## src/dcab_pkg.sv

```systemverilog
// Package of constants, types and register map for the DMA channel arbiter.
package dcab_pkg;

  // Number of DMA channels handled by the arbiter.
  localparam int DCAB_CHANNELS = 4;

  // APB register byte addresses.
  localparam logic [7:0] OFS_OPERATION = 8'h00;
  localparam logic [7:0] OFS_CTRL0 = 8'h04;
  localparam logic [7:0] OFS_CTRL1 = 8'h08;
  localparam logic [7:0] OFS_CTRL2 = 8'h0c;
  localparam logic [7:0] OFS_CTRL3 = 8'h10;
  localparam logic [7:0] OFS_STATUS = 8'h14;

  // Field positions in the operation register.
  localparam int OP_MASTER_ENABLE = 0;
  localparam int OP_NMI_FLAG = 1;
  localparam int OP_ADDR_ERR_FLAG = 2;
  localparam int OP_DTR_MODE = 3;
  localparam int OP_BURST_PRIO = 4;
  localparam int OP_PRIO_LO = 8;
  localparam int OP_PRIO_HI = 9;

  // Field positions in each channel control register.
  localparam int CC_CHANNEL_ENABLE = 0;
  localparam int CC_TRANSFER_END = 1;
  localparam int CC_BUS_MODE = 2;
  localparam int CC_SENSE = 3;
  localparam int CC_EXT_REQ = 4;
  localparam int CC_DUAL_ADDR = 5;

  // Reset values of the registers.
  localparam logic [9:0] OP_RESET = 10'h000;
  localparam logic [5:0] CC_RESET = 6'h00;

  // Round robin order after reset: channel 0 highest, channel 3 lowest.
  localparam logic [7:0] RR_ORDER_RESET = 8'he4;

  // Unmapped reads return this value.
  localparam logic [31:0] RD_UNMAPPED = 32'h0000_0000;

  // Priority selection encodings.
  typedef enum logic [1:0] {
    DCAB_PRIO_FIX0123 = 2'h0,
    DCAB_PRIO_FIX0231 = 2'h1,
    DCAB_PRIO_FIX2013 = 2'h2,
    DCAB_PRIO_RROBIN = 2'h3
  } dcab_prio_t;

  // Per channel control settings.
  typedef struct packed {
    logic dual_addr;
    logic ext_req;
    logic sense_edge;
    logic burst;
    logic transfer_end;
    logic enable;
  } dcab_chctl_t;

  // One transfer cycle request to the bus state controller.
  typedef struct packed {
    logic [1:0] channel;
    logic write_phase;
    logic dual_addr;
  } dcab_cycle_t;

endpackage

```

## src/dcab_top.sv

```systemverilog
// Four channel DMA arbiter with bus mode and address mode sequencing.
// Overview of operation
// - Pick one channel among simultaneous requests
// - Fixed mode offers three constant orders
// - Round robin: finished channel becomes lowest
// - Round robin order after reset 0,1,2,3
// - Idle round robin returns to 0,1,2,3
// - Single address: one cycle, strobe plus address
// - Single address only from external request
// - Dual address: read cycle then write cycle
// - Bus mode bit: 1 burst, 0 cycle steal
// - Cycle steal releases bus after each unit
// - Burst keeps bus until end condition
// - Burst release follows burst priority setting
// - Level burst: request high releases bus
// - Normal mode: external requests channels 0,1
// - Transfer request mode: all channels external
// - Higher priority request preempts a burst
// - Fixed: preempted burst waits full completion
// - Round robin: channels alternate unit by unit
// - Edge burst holds bus; level burst yields
// - Sense bit: 0 low level, 1 falling edge
// - Transfer needs enables set, flags clear
//
// Added by the designer: the APB slave port and the register addresses.
module dcab_top
  import dcab_pkg::*;
#(
  parameter int CH = DCAB_CHANNELS
) (
  input wire logic clk,
  input wire logic reset_n,
  input wire logic psel,
  input wire logic penable,
  input wire logic pwrite,
  input wire logic [7:0] paddr,
  input wire logic [31:0] pwdata,
  output logic [31:0] prdata,
  output logic pready,
  output logic pslverr,
  input wire logic [CH-1:0] external_transfer_request_n,
  input wire logic [CH-1:0] internal_request,
  input wire logic unit_done,
  input wire logic external_bus_request,
  input wire logic refresh_request,
  output logic bus_request,
  output logic cycle_valid,
  output dcab_cycle_t cycle_info,
  output logic [CH-1:0] transfer_acknowledge_strobe
);

  // Sequencer states, Gray coded along idle, read, write; write back to idle flips both bits.
  typedef enum logic [1:0] {
    ST_IDLE = 2'b00,
    ST_READ = 2'b01,
    ST_WRITE = 2'b11
  } dcab_state_t;

  // Operation register fields and channel controls.
  logic [9:0] op_ff;
  dcab_chctl_t [CH-1:0] chctl_ff;
  // Current round robin order, two bits per slot, slot 0 highest.
  logic [7:0] rr_order_ff;
  // Held external requests and previous request level for edge sensing.
  logic [CH-1:0] held_req_ff;
  logic [CH-1:0] req_prev_ff;
  // Sequencer state and active channel.
  dcab_state_t state_ff;
  dcab_state_t nxt_state;
  logic [1:0] active_ff;
  // Registered outputs.
  logic [31:0] prdata_ff;
  logic pready_ff;
  logic pslverr_ff;
  logic bus_request_ff;
  logic cycle_valid_ff;
  dcab_cycle_t cycle_info_ff;
  logic [CH-1:0] ack_ff;

  // Combinational helpers.
  logic [CH-1:0] eligible;
  logic [CH-1:0] pending;
  logic [7:0] cur_order;
  logic win_valid;
  logic [1:0] winner;
  logic unit_end;
  logic apb_access;
  logic dtr_mode;
  dcab_prio_t prio;
  // Decoded channel register index for the current APB address.
  logic [2:0] ctrl_sel;

  // Move a channel to the lowest slot, keeping the others in order.
  function automatic logic [7:0] rotate_out(input logic [7:0] ord, input logic [1:0] ch);
    logic [7:0] res;
    int k;
    res = 8'h00;
    k = 0;
    for (int s = 0; s < 4; s++) begin
      if (ord[2*s +: 2] != ch) begin
        res[2*k +: 2] = ord[2*s +: 2];
        k++;
      end
    end
    res[7:6] = ch;
    return res;
  endfunction

  // Byte address to channel control register index; 4 means not a channel.
  function automatic logic [2:0] ctrl_index(input logic [7:0] addr);
    case (addr)
      OFS_CTRL0: ctrl_index = 3'h0;
      OFS_CTRL1: ctrl_index = 3'h1;
      OFS_CTRL2: ctrl_index = 3'h2;
      OFS_CTRL3: ctrl_index = 3'h3;
      default: ctrl_index = 3'h4;
    endcase
  endfunction

  assign apb_access = psel && penable && !pready_ff;
  assign dtr_mode = op_ff[OP_DTR_MODE];
  // A function result cannot be part-selected, so the index is decoded once here.
  assign ctrl_sel = ctrl_index(paddr);
  assign prio = dcab_prio_t'(op_ff[OP_PRIO_HI:OP_PRIO_LO]);

  always_comb begin
    // Slot 0 sits in the low two bits and holds the highest channel.
    case (prio)
      DCAB_PRIO_FIX0123: cur_order = 8'he4;
      DCAB_PRIO_FIX0231: cur_order = 8'h78;
      DCAB_PRIO_FIX2013: cur_order = 8'hd2;
      DCAB_PRIO_RROBIN: cur_order = rr_order_ff;
      default: cur_order = 8'he4;
    endcase
  end

  // Gather which channels may be granted now.
  always_comb begin
    for (int c = 0; c < CH; c++) begin
      // external requests only channels 0 and 1 in normal mode
      // transfer request mode opens all channels
      if (chctl_ff[c].ext_req) begin
        pending[c] = held_req_ff[c] && (dtr_mode || c < 2);
      end else begin
        // single address needs an external request source
        pending[c] = internal_request[c] && chctl_ff[c].dual_addr;
      end
      // enables set and all flags clear
      eligible[c] = pending[c] && chctl_ff[c].enable && !chctl_ff[c].transfer_end &&
                    op_ff[OP_MASTER_ENABLE] && !op_ff[OP_NMI_FLAG] && !op_ff[OP_ADDR_ERR_FLAG];
    end
  end

  dcab_arbiter #(
    .CH(CH)
  ) u_arb (
    .request(eligible),
    .order(cur_order),
    .valid(win_valid),
    .winner(winner)
  );

  // A unit ends when the last bus cycle of that unit completes.
  assign unit_end = unit_done && ((state_ff == ST_WRITE) ||
                    (state_ff == ST_READ && !chctl_ff[active_ff].dual_addr));

  // request capture by level or falling edge
  always_ff @(posedge clk) begin
    if (!reset_n) begin
      held_req_ff <= '0;
      req_prev_ff <= '1;
    end else begin
      req_prev_ff <= external_transfer_request_n;
      for (int c = 0; c < CH; c++) begin
        if (op_ff[OP_NMI_FLAG] || op_ff[OP_ADDR_ERR_FLAG] || chctl_ff[c].transfer_end) begin
          // Flags cancel a held request and ignore new ones.
          held_req_ff[c] <= 1'b0;
        end else if (chctl_ff[c].sense_edge) begin
          // A new falling edge wins over consumption in the same cycle.
          if (req_prev_ff[c] && !external_transfer_request_n[c]) begin
            held_req_ff[c] <= 1'b1;
          end else if (unit_end && active_ff == c[1:0] && !chctl_ff[c].burst) begin
            held_req_ff[c] <= 1'b0;
          end
        end else begin
          // Level sensing follows the pin directly.
          held_req_ff[c] <= !external_transfer_request_n[c];
        end
      end
    end
  end

  // Next state of the transfer sequencer.
  always_comb begin
    nxt_state = state_ff;
    case (state_ff)
      ST_IDLE: begin
        if (win_valid) begin
          nxt_state = ST_READ;
        end
      end
      ST_READ: begin
        if (unit_done) begin
          // dual address goes on to the write cycle
          // single address finishes in one cycle
          nxt_state = chctl_ff[active_ff].dual_addr ? ST_WRITE : ST_IDLE;
        end
      end
      ST_WRITE: begin
        if (unit_done) begin
          nxt_state = ST_IDLE;
        end
      end
      default: nxt_state = ST_IDLE;
    endcase
  end

  always_ff @(posedge clk) begin
    if (!reset_n) begin
      state_ff <= ST_IDLE;
      active_ff <= 2'h0;
    end else begin
      state_ff <= nxt_state;
      // a higher channel wins the next unit at once
      if (state_ff == ST_IDLE && win_valid) begin
        active_ff <= winner;
      end
    end
  end

  // rotate the finished channel to lowest
  always_ff @(posedge clk) begin
    if (!reset_n) begin
      rr_order_ff <= RR_ORDER_RESET;
    end else if (unit_end) begin
      // alternation follows from per unit rotation
      rr_order_ff <= rotate_out(rr_order_ff, active_ff);
    end else if (state_ff == ST_IDLE && !win_valid) begin
      // no accepted request restores the default order
      rr_order_ff <= RR_ORDER_RESET;
    end
  end

  // Bus ownership toward the bus state controller.
  always_ff @(posedge clk) begin
    if (!reset_n) begin
      bus_request_ff <= 1'b0;
    end else if (state_ff == ST_IDLE && win_valid) begin
      bus_request_ff <= 1'b1;
    end else if (unit_end) begin
      // bus mode bit picks burst or cycle steal
      // cycle steal returns the bus after every unit
      // burst keeps the bus while any channel still requests
      // outside requests break in only when allowed
      // level burst releases once requests stop
      // edge burst holds the bus until its end
      // a preempted fixed-mode burst resumes after the winner ends
      bus_request_ff <= chctl_ff[active_ff].burst && (|eligible) &&
                        !((external_bus_request || refresh_request) && !op_ff[OP_BURST_PRIO]);
    end else if (state_ff == ST_IDLE && !win_valid) begin
      bus_request_ff <= 1'b0;
    end
  end

  // Cycle descriptor and acknowledge strobe outputs.
  always_ff @(posedge clk) begin
    if (!reset_n) begin
      cycle_valid_ff <= 1'b0;
      cycle_info_ff <= '0;
      ack_ff <= '0;
    end else begin
      cycle_valid_ff <= (nxt_state != ST_IDLE);
      cycle_info_ff.channel <= (state_ff == ST_IDLE) ? winner : active_ff;
      cycle_info_ff.write_phase <= (nxt_state == ST_WRITE);
      cycle_info_ff.dual_addr <= chctl_ff[(state_ff == ST_IDLE) ? winner : active_ff].dual_addr;
      ack_ff <= '0;
      // strobe in the single address cycle
      // dual address strobe marks the read cycle of external requests
      if (nxt_state == ST_READ && state_ff == ST_IDLE &&
          chctl_ff[winner].ext_req) begin
        ack_ff[winner] <= 1'b1;
      end else if (nxt_state == ST_READ && state_ff == ST_READ && chctl_ff[active_ff].ext_req) begin
        ack_ff[active_ff] <= 1'b1;
      end
    end
  end

  // Register writes from APB; transfer end flags are set by software only.
  always_ff @(posedge clk) begin
    if (!reset_n) begin
      op_ff <= OP_RESET;
      for (int c = 0; c < CH; c++) begin
        chctl_ff[c] <= dcab_chctl_t'(CC_RESET);
      end
    end else if (apb_access && pwrite) begin
      if (paddr == OFS_OPERATION) begin
        op_ff <= pwdata[9:0];
      end else if (ctrl_sel != 3'h4) begin
        chctl_ff[ctrl_sel[1:0]] <= dcab_chctl_t'(pwdata[5:0]);
      end
    end
  end

  // APB slave: one wait state in each access phase, error on unmapped addresses.
  always_ff @(posedge clk) begin
    if (!reset_n) begin
      pready_ff <= 1'b0;
      pslverr_ff <= 1'b0;
      prdata_ff <= RD_UNMAPPED;
    end else begin
      pready_ff <= apb_access;
      pslverr_ff <= 1'b0;
      if (apb_access) begin
        prdata_ff <= RD_UNMAPPED;
        if (paddr == OFS_OPERATION) begin
          prdata_ff <= {22'h0, op_ff};
        end else if (paddr == OFS_STATUS) begin
          prdata_ff <= {16'h0, rr_order_ff, 1'b0, bus_request_ff, state_ff, held_req_ff};
        end else if (ctrl_sel != 3'h4) begin
          prdata_ff <= {26'h0, chctl_ff[ctrl_sel[1:0]]};
        end else begin
          pslverr_ff <= 1'b1;
        end
      end
    end
  end

  assign prdata = prdata_ff;
  assign pready = pready_ff;
  assign pslverr = pslverr_ff;
  assign bus_request = bus_request_ff;
  assign cycle_valid = cycle_valid_ff;
  assign cycle_info = cycle_info_ff;
  assign transfer_acknowledge_strobe = ack_ff;

endmodule

```

## src/dcab_arbiter.sv

```systemverilog
// Priority encoder that picks one requesting channel from a priority order.
module dcab_arbiter
  import dcab_pkg::*;
#(
  parameter int CH = 4
) (
  input wire logic [CH-1:0] request,
  input wire logic [7:0] order,
  output logic valid,
  output logic [1:0] winner
);

  // Scan the order from lowest (slot 3) to highest (slot 0); the last requester found wins.
  always_comb begin
    valid = 1'b0;
    winner = 2'h0;
    for (int s = CH - 1; s >= 0; s--) begin
      if (request[order[2*s +: 2]]) begin
        valid = 1'b1;
        winner = order[2*s +: 2];
      end
    end
  end

endmodule

```

## config.mk

```make
export PLATFORM = sky130hd
export DESIGN_NAME = dcab_top
export DESIGN_NICKNAME = d
export VERILOG_FILES = /design/src/dcab_pkg.sv /design/src/dcab_top.sv /design/src/dcab_arbiter.sv
export SDC_FILE = /design/constraint.sdc
export NUM_CORES = 1
export LEC_CHECK = 0
export BUFFER_PORTS_ARGS = -buffer_cell sky130_fd_sc_hd__buf_2
export CAP_MARGIN = 20
export CORE_UTILIZATION = 30
export CTS_BUF_LIST = sky130_fd_sc_hd__clkbuf_16
export DETAILED_ROUTE_END_ITERATION = 12
export PLACE_DENSITY_LB_ADDON = 0.1
export SLEW_MARGIN = 20
export SYNTH_ARGS = -nofsm -noshare
export SYNTH_HDL_FRONTEND = slang
export SYNTH_HIERARCHICAL = 1
export SYNTH_SLANG_ARGS = --single-unit
```

## constraint.sdc

```tcl
create_clock -name clk -period 3.1 [get_ports clk]
set_input_delay 0.31 -clock clk [delete_from_list [all_inputs] [get_ports clk]]
set_output_delay 0.31 -clock clk [all_outputs]
set_load 0.05 [all_outputs]
```

After elaboration in Yosys (flattened, before gate mapping)
Index checks and enable logic that the tools add are counted.
{ "op_classes": {"n_reduce_logical": 96, "addsub": 5, "n_eq_ne": 24, "bitwise_logic": 3, "n_lt_le_gt_ge": 11, "mux": 88, "n_shift": 6} }
{ "op_table": {"columns": ["operator", "n"], "rows": [
  ["two-way mux 31 bit", 8],
  ["negation 32 -> 33 bit", 3],
  ["variable shift 2 x 33 -> 8 bit, first input constant", 3],
  ["indexed part select 2 x 33 -> 8 bit", 3],
  ["two-way mux 8 bit", 8],
  ["adder 31 x 2 -> 31 bit, second input constant", 2],
  ["logical AND 1 bit", 55],
  ["binary-select mux 6 bit (select 2 bit)", 4],
  ["two-way mux 6 bit", 6],
  ["two-way mux 16 bit", 2],
  ["case mux 8 bit (4 select lines)", 1],
  ["two-way mux 1 bit", 31],
  ["bitwise mux 24 bit", 1],
  ["bitwise mux 8 bit", 3],
  ["< comparator 2 x 3 -> 1 bit, second input constant", 8],
  ["two-way mux 2 bit", 12],
  ["logical NOT 1 bit", 19],
  ["equality test 8 x 4 -> 1 bit, second input constant", 2],
  ["equality test 8 x 5 -> 1 bit, second input constant", 2],
  ["demux 6 bit (select 2 bit)", 1],
  ["equality test 2 bit, second input constant", 6],
  ["!= test 3 x 1 -> 1 bit, second input constant", 4],
  ["case mux 3 bit (4 select lines)", 1],
  ["binary-select mux 1 bit (select 2 bit)", 4],
  ["other kinds (19)", 44]
]} }
{ "word_totals": {"word_cells": 275, "ff_bits": 98} }

Logic depth before layout (Yosys ltp)
{ "depth": {"depth_word": 21, "ltp_mapped": 14, "ltp_nobuf": 13} }

Cells and area by module
The synthesis kept the hierarchy.
{ "modules_own_cells": {"columns": ["module", "instances", "area_each_um2", "cells_per_inst"], "rows": [
  ["dcab_top", 1, 4445.5, 524],
  ["dcab_arbiter", 1, 287.8, 39]
]} }

Worst setup path before layout
No wires, ideal clock.
{ "synth_timing": {"kind": "register to register", "startpoint": "reg active_ff[0]", "endpoint": "reg rr_order_ff[4]", "setup_slack_ns": 0.065, "setup_ns": 0.115, "path_stages_with_launch": 13, "synth_period_minus_slack_ns": 3.035, "arrival_time_ns": 2.920, "t_required_ns": 2.985, "path_cell_list": "dfxtp_1 > buf_2 > xor2_1 > or2_2 > fa_1 > inv_1 > ha_1 > ha_1 > nand4b_1 > a211oi_1 > nor3b_1 > and3_1 > o21a_1"} }
{ "synth_via": {"elab_chain_len": 17, "elab_cells_between_ends": 42, "classes_between": "add/sub (5); eq/ne (4); shift (6); mux (22); reduce/logical (5)"} }
{ "synth_lines": {"columns": ["element", "line_no", "source"], "rows": [
  ["start: declaration", "dcab_top.sv:70", "logic [1:0] active_ff;"],
  ["start signal: assignment", "dcab_top.sv:226", "active_ff <= winner;"],
  ["!= test 2 bit", "dcab_top.sv:100", "if (ord[2*s +: 2] != ch) begin"],
  ["two-way mux 1 bit", "dcab_top.sv:100", null],
  ["two-way mux 31 bit", "dcab_top.sv:235", "end else if (unit_end) begin"],
  ["two-way mux 31 bit", "dcab_top.sv:233", "if (!reset_n) begin"],
  ["adder 31 x 2 -> 31 bit / negation 32 -> 33 bit (equally long branches)", "dcab_top.sv:102, dcab_top.sv:101", null],
  ["two-way mux 31 bit (tied with other cells)", "dcab_top.sv:100", null],
  ["two-way mux 31 bit / bitwise mux 8 bit (equally long branches)", "dcab_top.sv:235, dcab_top.sv:101", null],
  ["two-way mux 31 bit / two-way mux 8 bit (equally long branches)", "dcab_top.sv:233, dcab_top.sv:100", null],
  ["adder 31 x 2 -> 31 bit (tied with other cells)", "dcab_top.sv:102", "k++;"],
  ["two-way mux 31 bit (tied with other cells)", "dcab_top.sv:100", null],
  ["two-way mux 31 bit / bitwise mux 8 bit (equally long branches)", "dcab_top.sv:235, dcab_top.sv:101", null],
  ["two-way mux 31 bit / two-way mux 8 bit (equally long branches)", "dcab_top.sv:233, dcab_top.sv:100", null],
  ["negation 32 -> 33 bit / two-way mux 8 bit (equally long branches)", "dcab_top.sv:101, dcab_top.sv:235", null],
  ["indexed part select 2 x 33 -> 8 bit (tied with other cells)", "dcab_top.sv:101", "res[2*k +: 2] = ord[2*s +: 2];"],
  ["bitwise mux 8 bit", "dcab_top.sv:101", null],
  ["two-way mux 6 bit", "dcab_top.sv:100", null],
  ["two-way mux 8 bit", "dcab_top.sv:235", null],
  ["end signal: assignment", "dcab_top.sv:237", "rr_order_ff <= rotate_out(rr_order_ff, active_ff);"],
  ["end: declaration", "dcab_top.sv:63", "logic [7:0] rr_order_ff;"]
]} }
Several ways; a longest one is shown, not always the timed one. The select of a mux whose other input is x is not followed.
A chain may end at the register's enable or synchronous reset.

Final worst setup path
Ends and elaborated chain as after synthesis.

==> results.md <==
Yosys:
- Sequential cells were found to cover 34.68% of the synthesized design area.
- The cell area after synthesis is 4733 um2.
- The number of distinct library cell variants in the gate-level netlist after synthesis is 68.
- The number of instances in the synthesized netlist is 563.
- The flip-flop and latch count after synthesis is 82.
- The most used standard cell by instance count after synthesis is sky130_fd_sc_hd__dfxtp_1.
- Ranked by total cell area, the synthesized netlist is headed by sky130_fd_sc_hd__dfxtp_1 (35%), sky130_fd_sc_hd__mux2i_1 (7.0%), sky130_fd_sc_hd__o21ai_0 (4.5%), sky130_fd_sc_hd__nand2_1 (4.2%), sky130_fd_sc_hd__nor2b_1 (4.1%).
- The top cell type's share of synthesized area is 34.68%.
- The async set-reset flop share out of synthesis is 0%.
- The biggest area contributor in the post-synthesis netlist is sky130_fd_sc_hd__dfxtp_1.
- The number of warning messages in the yosys log is 6.
- Ranked by instance count, the synthesized netlist is headed by sky130_fd_sc_hd__dfxtp_1 (82), sky130_fd_sc_hd__nand2_1 (53), sky130_fd_sc_hd__o21ai_0 (43).
- The per-instance average area after synthesis is 8.407 um2.
- The number of enable flip-flop cells after synthesis is 0.
- The main flop type after synthesis is sky130_fd_sc_hd__dfxtp_1.

GRT:
- The met1 routing resource usage after global routing is 23.89%.
- The met2 track demand over resource in global routing is 30.79%.
- The via count of the first global-routing pass is 4177.
- The first global-routing pass estimated 23.13 mm of wire.
- In this run the most used layer during global routing was met2.
- In the global route stage, overall resource usage came out at 18.51%.
- Global routing finished with a remaining overflow of 0.
- The initial antenna violation count came to 0.
- The global routing met3 resource utilization is 4.397%.
- Entering global routing, the biggest net connects 46 pins.

STA:
- The worst-case headroom to the max-slew limit is 48.67%.
- The max-slew violation total from the final report is 0.
- The final critical path time including I/O delays and setup is 2.925 ns.
- Clock skew on the completed layout was measured at 0.007401 ns.
- Hold timing on the final database bottoms out at a slack of 0.1549 ns.
- The final critical path takes up 94.34% of the cycle.
- The maximum clock rate is 0.3419 GHz.
- The final number of hold-violating endpoints is 0.
- Setup violations remaining at the end of the flow were counted as 0.
- The transition time of the tightest slew-check pin is 0.7671 ns.
- Setup repair after global routing left no endpoint under its margin.
- The smallest setup slack after layout is 0.1754 ns.
- The summed negative setup slack over all endpoints is 0 ns.

Placement:
- The placed wire-length estimate after detailed placement is 10.93 mm.
- After detailed placement, the total cell area comes to 5384 um2.
- Port buffering added 61 buffers.
- Routability-driven placement finished with a final weighted congestion of 0.8524.
- The setup slack after placement is -0.01069 ns.

Critical path:
- On the critical path, the stage with the largest delay is an instance of sky130_fd_sc_hd__fa_1.
- For the worst flop-to-flop path, the logic depth is 11.
- The type of origin of the critical path is a flop.
- The required time reported for the critical path endpoint is 3.34 ns.
- The setup path with the least slack is of type flop to flop.
- Along the worst path, the maximum fanout reaches 6.
- The most prevalent standard cell on the critical path is sky130_fd_sc_hd__ha_1.
- Data on the critical path arrives at its endpoint at 3.17 ns.
- For this run, the slowest stage of the critical path takes 0.57 ns.
- The kind of end point of the critical path is a flop.
- Traced cell by cell, the critical path runs through xor2_1 > or2_2 > fa_1 > inv_1 > ha_1 > ha_1 > nand4b_1 > a211oi_2 > nor3b_1 > and3_1 > o21a_1.

Power:
- The fraction of power spent switching nets is 25.50%.
- The design draws 2.320 mW.
- The power density normalized to cell area is 406.4 nW/um2.
- The worst-case IR drop observed on VDD is 284.5 uV.
- The share of total power in combinational logic is 7.1%.
- The total net switching power is 0.5917 mW.
- The sequential share of power is 46.0%.
- The clock network fraction of total power is 47.0%.
- The internal portion of the total power is 1.728 mW.
- The leakage power figure is 2.263 nW.

Detailed routing:
- After detailed routing, the average wire length per cell comes to 16.99 um.
- Summing over every cut layer, the via total after detailed routing is 4380.
- For this run, design rule violations remaining after detail routing come to 0.
- After detailed routing, the number of vias per cell comes to 5.111.
- The final layout contains routed wiring with a total length of 14.56 mm.
- The first TritonRoute pass finished after 4 iterations.
- The final antenna-violating net count is 0.
- The number of DRC markers after the initial detailed-route iteration is 327.

Clock network:
- TritonCTS built the clock tree.
- Clock-pin slew was measured on the worst setup and hold paths at 0.07 ns.
- At the later pin of the worst-skew pair, clock insertion delay measures 0.35 ns.
- Counting every sink on the clock net gives 82.
- The maximum clock insertion buffer count is 2.
- In this run, CTS created clock tree buffers numbering 9.
- The root buffer cell chosen for the clock tree is sky130_fd_sc_hd__clkbuf_16.
- The clock tree synthesis step divided the H-tree into 3 levels.

Flow run:
- The number of max-cap violations is 0.

Die:
- The area inside the core boundary is 15310 um2.
- The die is 127.6 um wide.
- The die covers 16280 um2.
- The effective utilization at floorplan is 30.91%.
- The die extent in y is 127.6 um.
- The number of top-level design ports is 100.
- The floorplan has 45 rows.

Layout:
- The area growth from synthesis to final layout is 20.62%.
- The number of antenna diodes in the final layout is 0.
- The final layout net count is 704.
- The post-route netlist has 22.60% of its cells at a drive strength greater than 1.
- The cell area after layout is 5709 um2.

Min path:
- The tightest min-delay check is of the input pin to flop type.
- Along the worst hold path, the cell count comes to 2.

Run status:
- The flow ran to the end, and the final reports show no timing, DRC or antenna violations.
==> power by group through the flow <==
stage / registers [mW] / clock network, mW / logic [mW]
6_report: 1.07 / 1.09 / 0.164
3_3_place_gp: 1.09 / 0 / 0.164
2_1_floorplan: 1.10 / 0 / 0.117
4_1_cts: 1.07 / 1.12 / 0.164
3_5_place_dp: 1.09 / 0 / 0.164
5_1_grt: 1.07 / 1.17 / 0.178
==> worst paths after layout <==
check,start,endpoint,slack [ns]
max reg2reg,active_ff[0],rr_order_ff[4],0.18
min,external_transfer_request_n[0],req_prev_ff[0],0.15
max,active_ff[0],rr_order_ff[4],0.18
min reg2reg,prdata[3],prdata[3],0.46
==> kinds of logic after synthesis <==
kind of cell / share of synthesized area [%]
AOI/OAI and AO/OA: 18.42
xor gates and xnor gates: 1.665
adders and majority gates: 2.009
buffers and inverters: 7.481
DFF: 34.68
muxes: 10.79
other: 0.07923
and+or+nand+nor: 24.88
==> per-layer routing <==
metal	part of all wire, %	vias up
li1	-	2149
met3	3.6	10
met2	49	80
met4	1.1	0
met1	46	2141
met5	0	-
==> per-stage QoR <==
| stage | utilization [%] | cells |
|---|---|---|
| after floorplan | - | 578 |
| after global placement | 35.16 | 840 |
| after detailed placement | 35.16 | 840 |
| after CTS | 37.08 | 856 |
| after global routing | 37.28 | 857 |
| final | 37.28 | 857 |
==> layout make-up <==
| type | instances | area (um2) |
|---|---|---|
| fill | 1658 | 9605 |
| multi-input combinational | 424 | 2813 |
| inverter | 23 | 86.33 |
| timing repair buffer | 101 | 605.6 |
| sequential | 82 | 1647 |
| clock inverter | 7 | 68.82 |
| clock buffer | 9 | 225.2 |
| tap | 211 | 264.0 |
==> sequential cells by signal, summed over array words and instances (netlist names), 2 cells and up <==
name and cells:
chctl_ff 24, prdata 16, op_ff 10, rr_order_ff 8
cycle_info 4, held_req_ff 4, req_prev_ff 4, transfer_acknowledge_strobe 4
active_ff 2, state_ff 2
==> placed cells by master, fill, tap and decap left out, types with 23 or more instances in the layout <==
cell type                  n
sky130_fd_sc_hd__dfxtp_1  80
sky130_fd_sc_hd__buf_2    61
sky130_fd_sc_hd__nand2_1  53
sky130_fd_sc_hd__o21ai_0  43
sky130_fd_sc_hd__buf_4    40
sky130_fd_sc_hd__mux2i_1  32
sky130_fd_sc_hd__nand3_1  31
sky130_fd_sc_hd__nor2b_1  31
sky130_fd_sc_hd__inv_1    23
sky130_fd_sc_hd__nor2_1   23
==> worst max-delay path: cells and delay by family, from the launching register on <==
| kind | cells | cell delay (ns) |
|---|---|---|
| AOI/OAI and AO/OA | 2 | 0.42 |
| xor gates and xnor gates | 1 | 0.16 |
| adders and majority gates | 3 | 1.05 |
| buffers and inverters | 1 | 0.05 |
| DFF | 1 | 0.38 |
| and+or+nand+nor | 4 | 0.76 |
==> repair_timing <==
item | in CTS | in global routing
hold buffers | 0 | 0
pin swaps | 0 | 1
buffers inserted | 0 | 1
gates resized for setup | 1 | 8
endpoints found under the setup margin | 1 | 7
No activity file was read; power rests on OpenSTA's default activity.
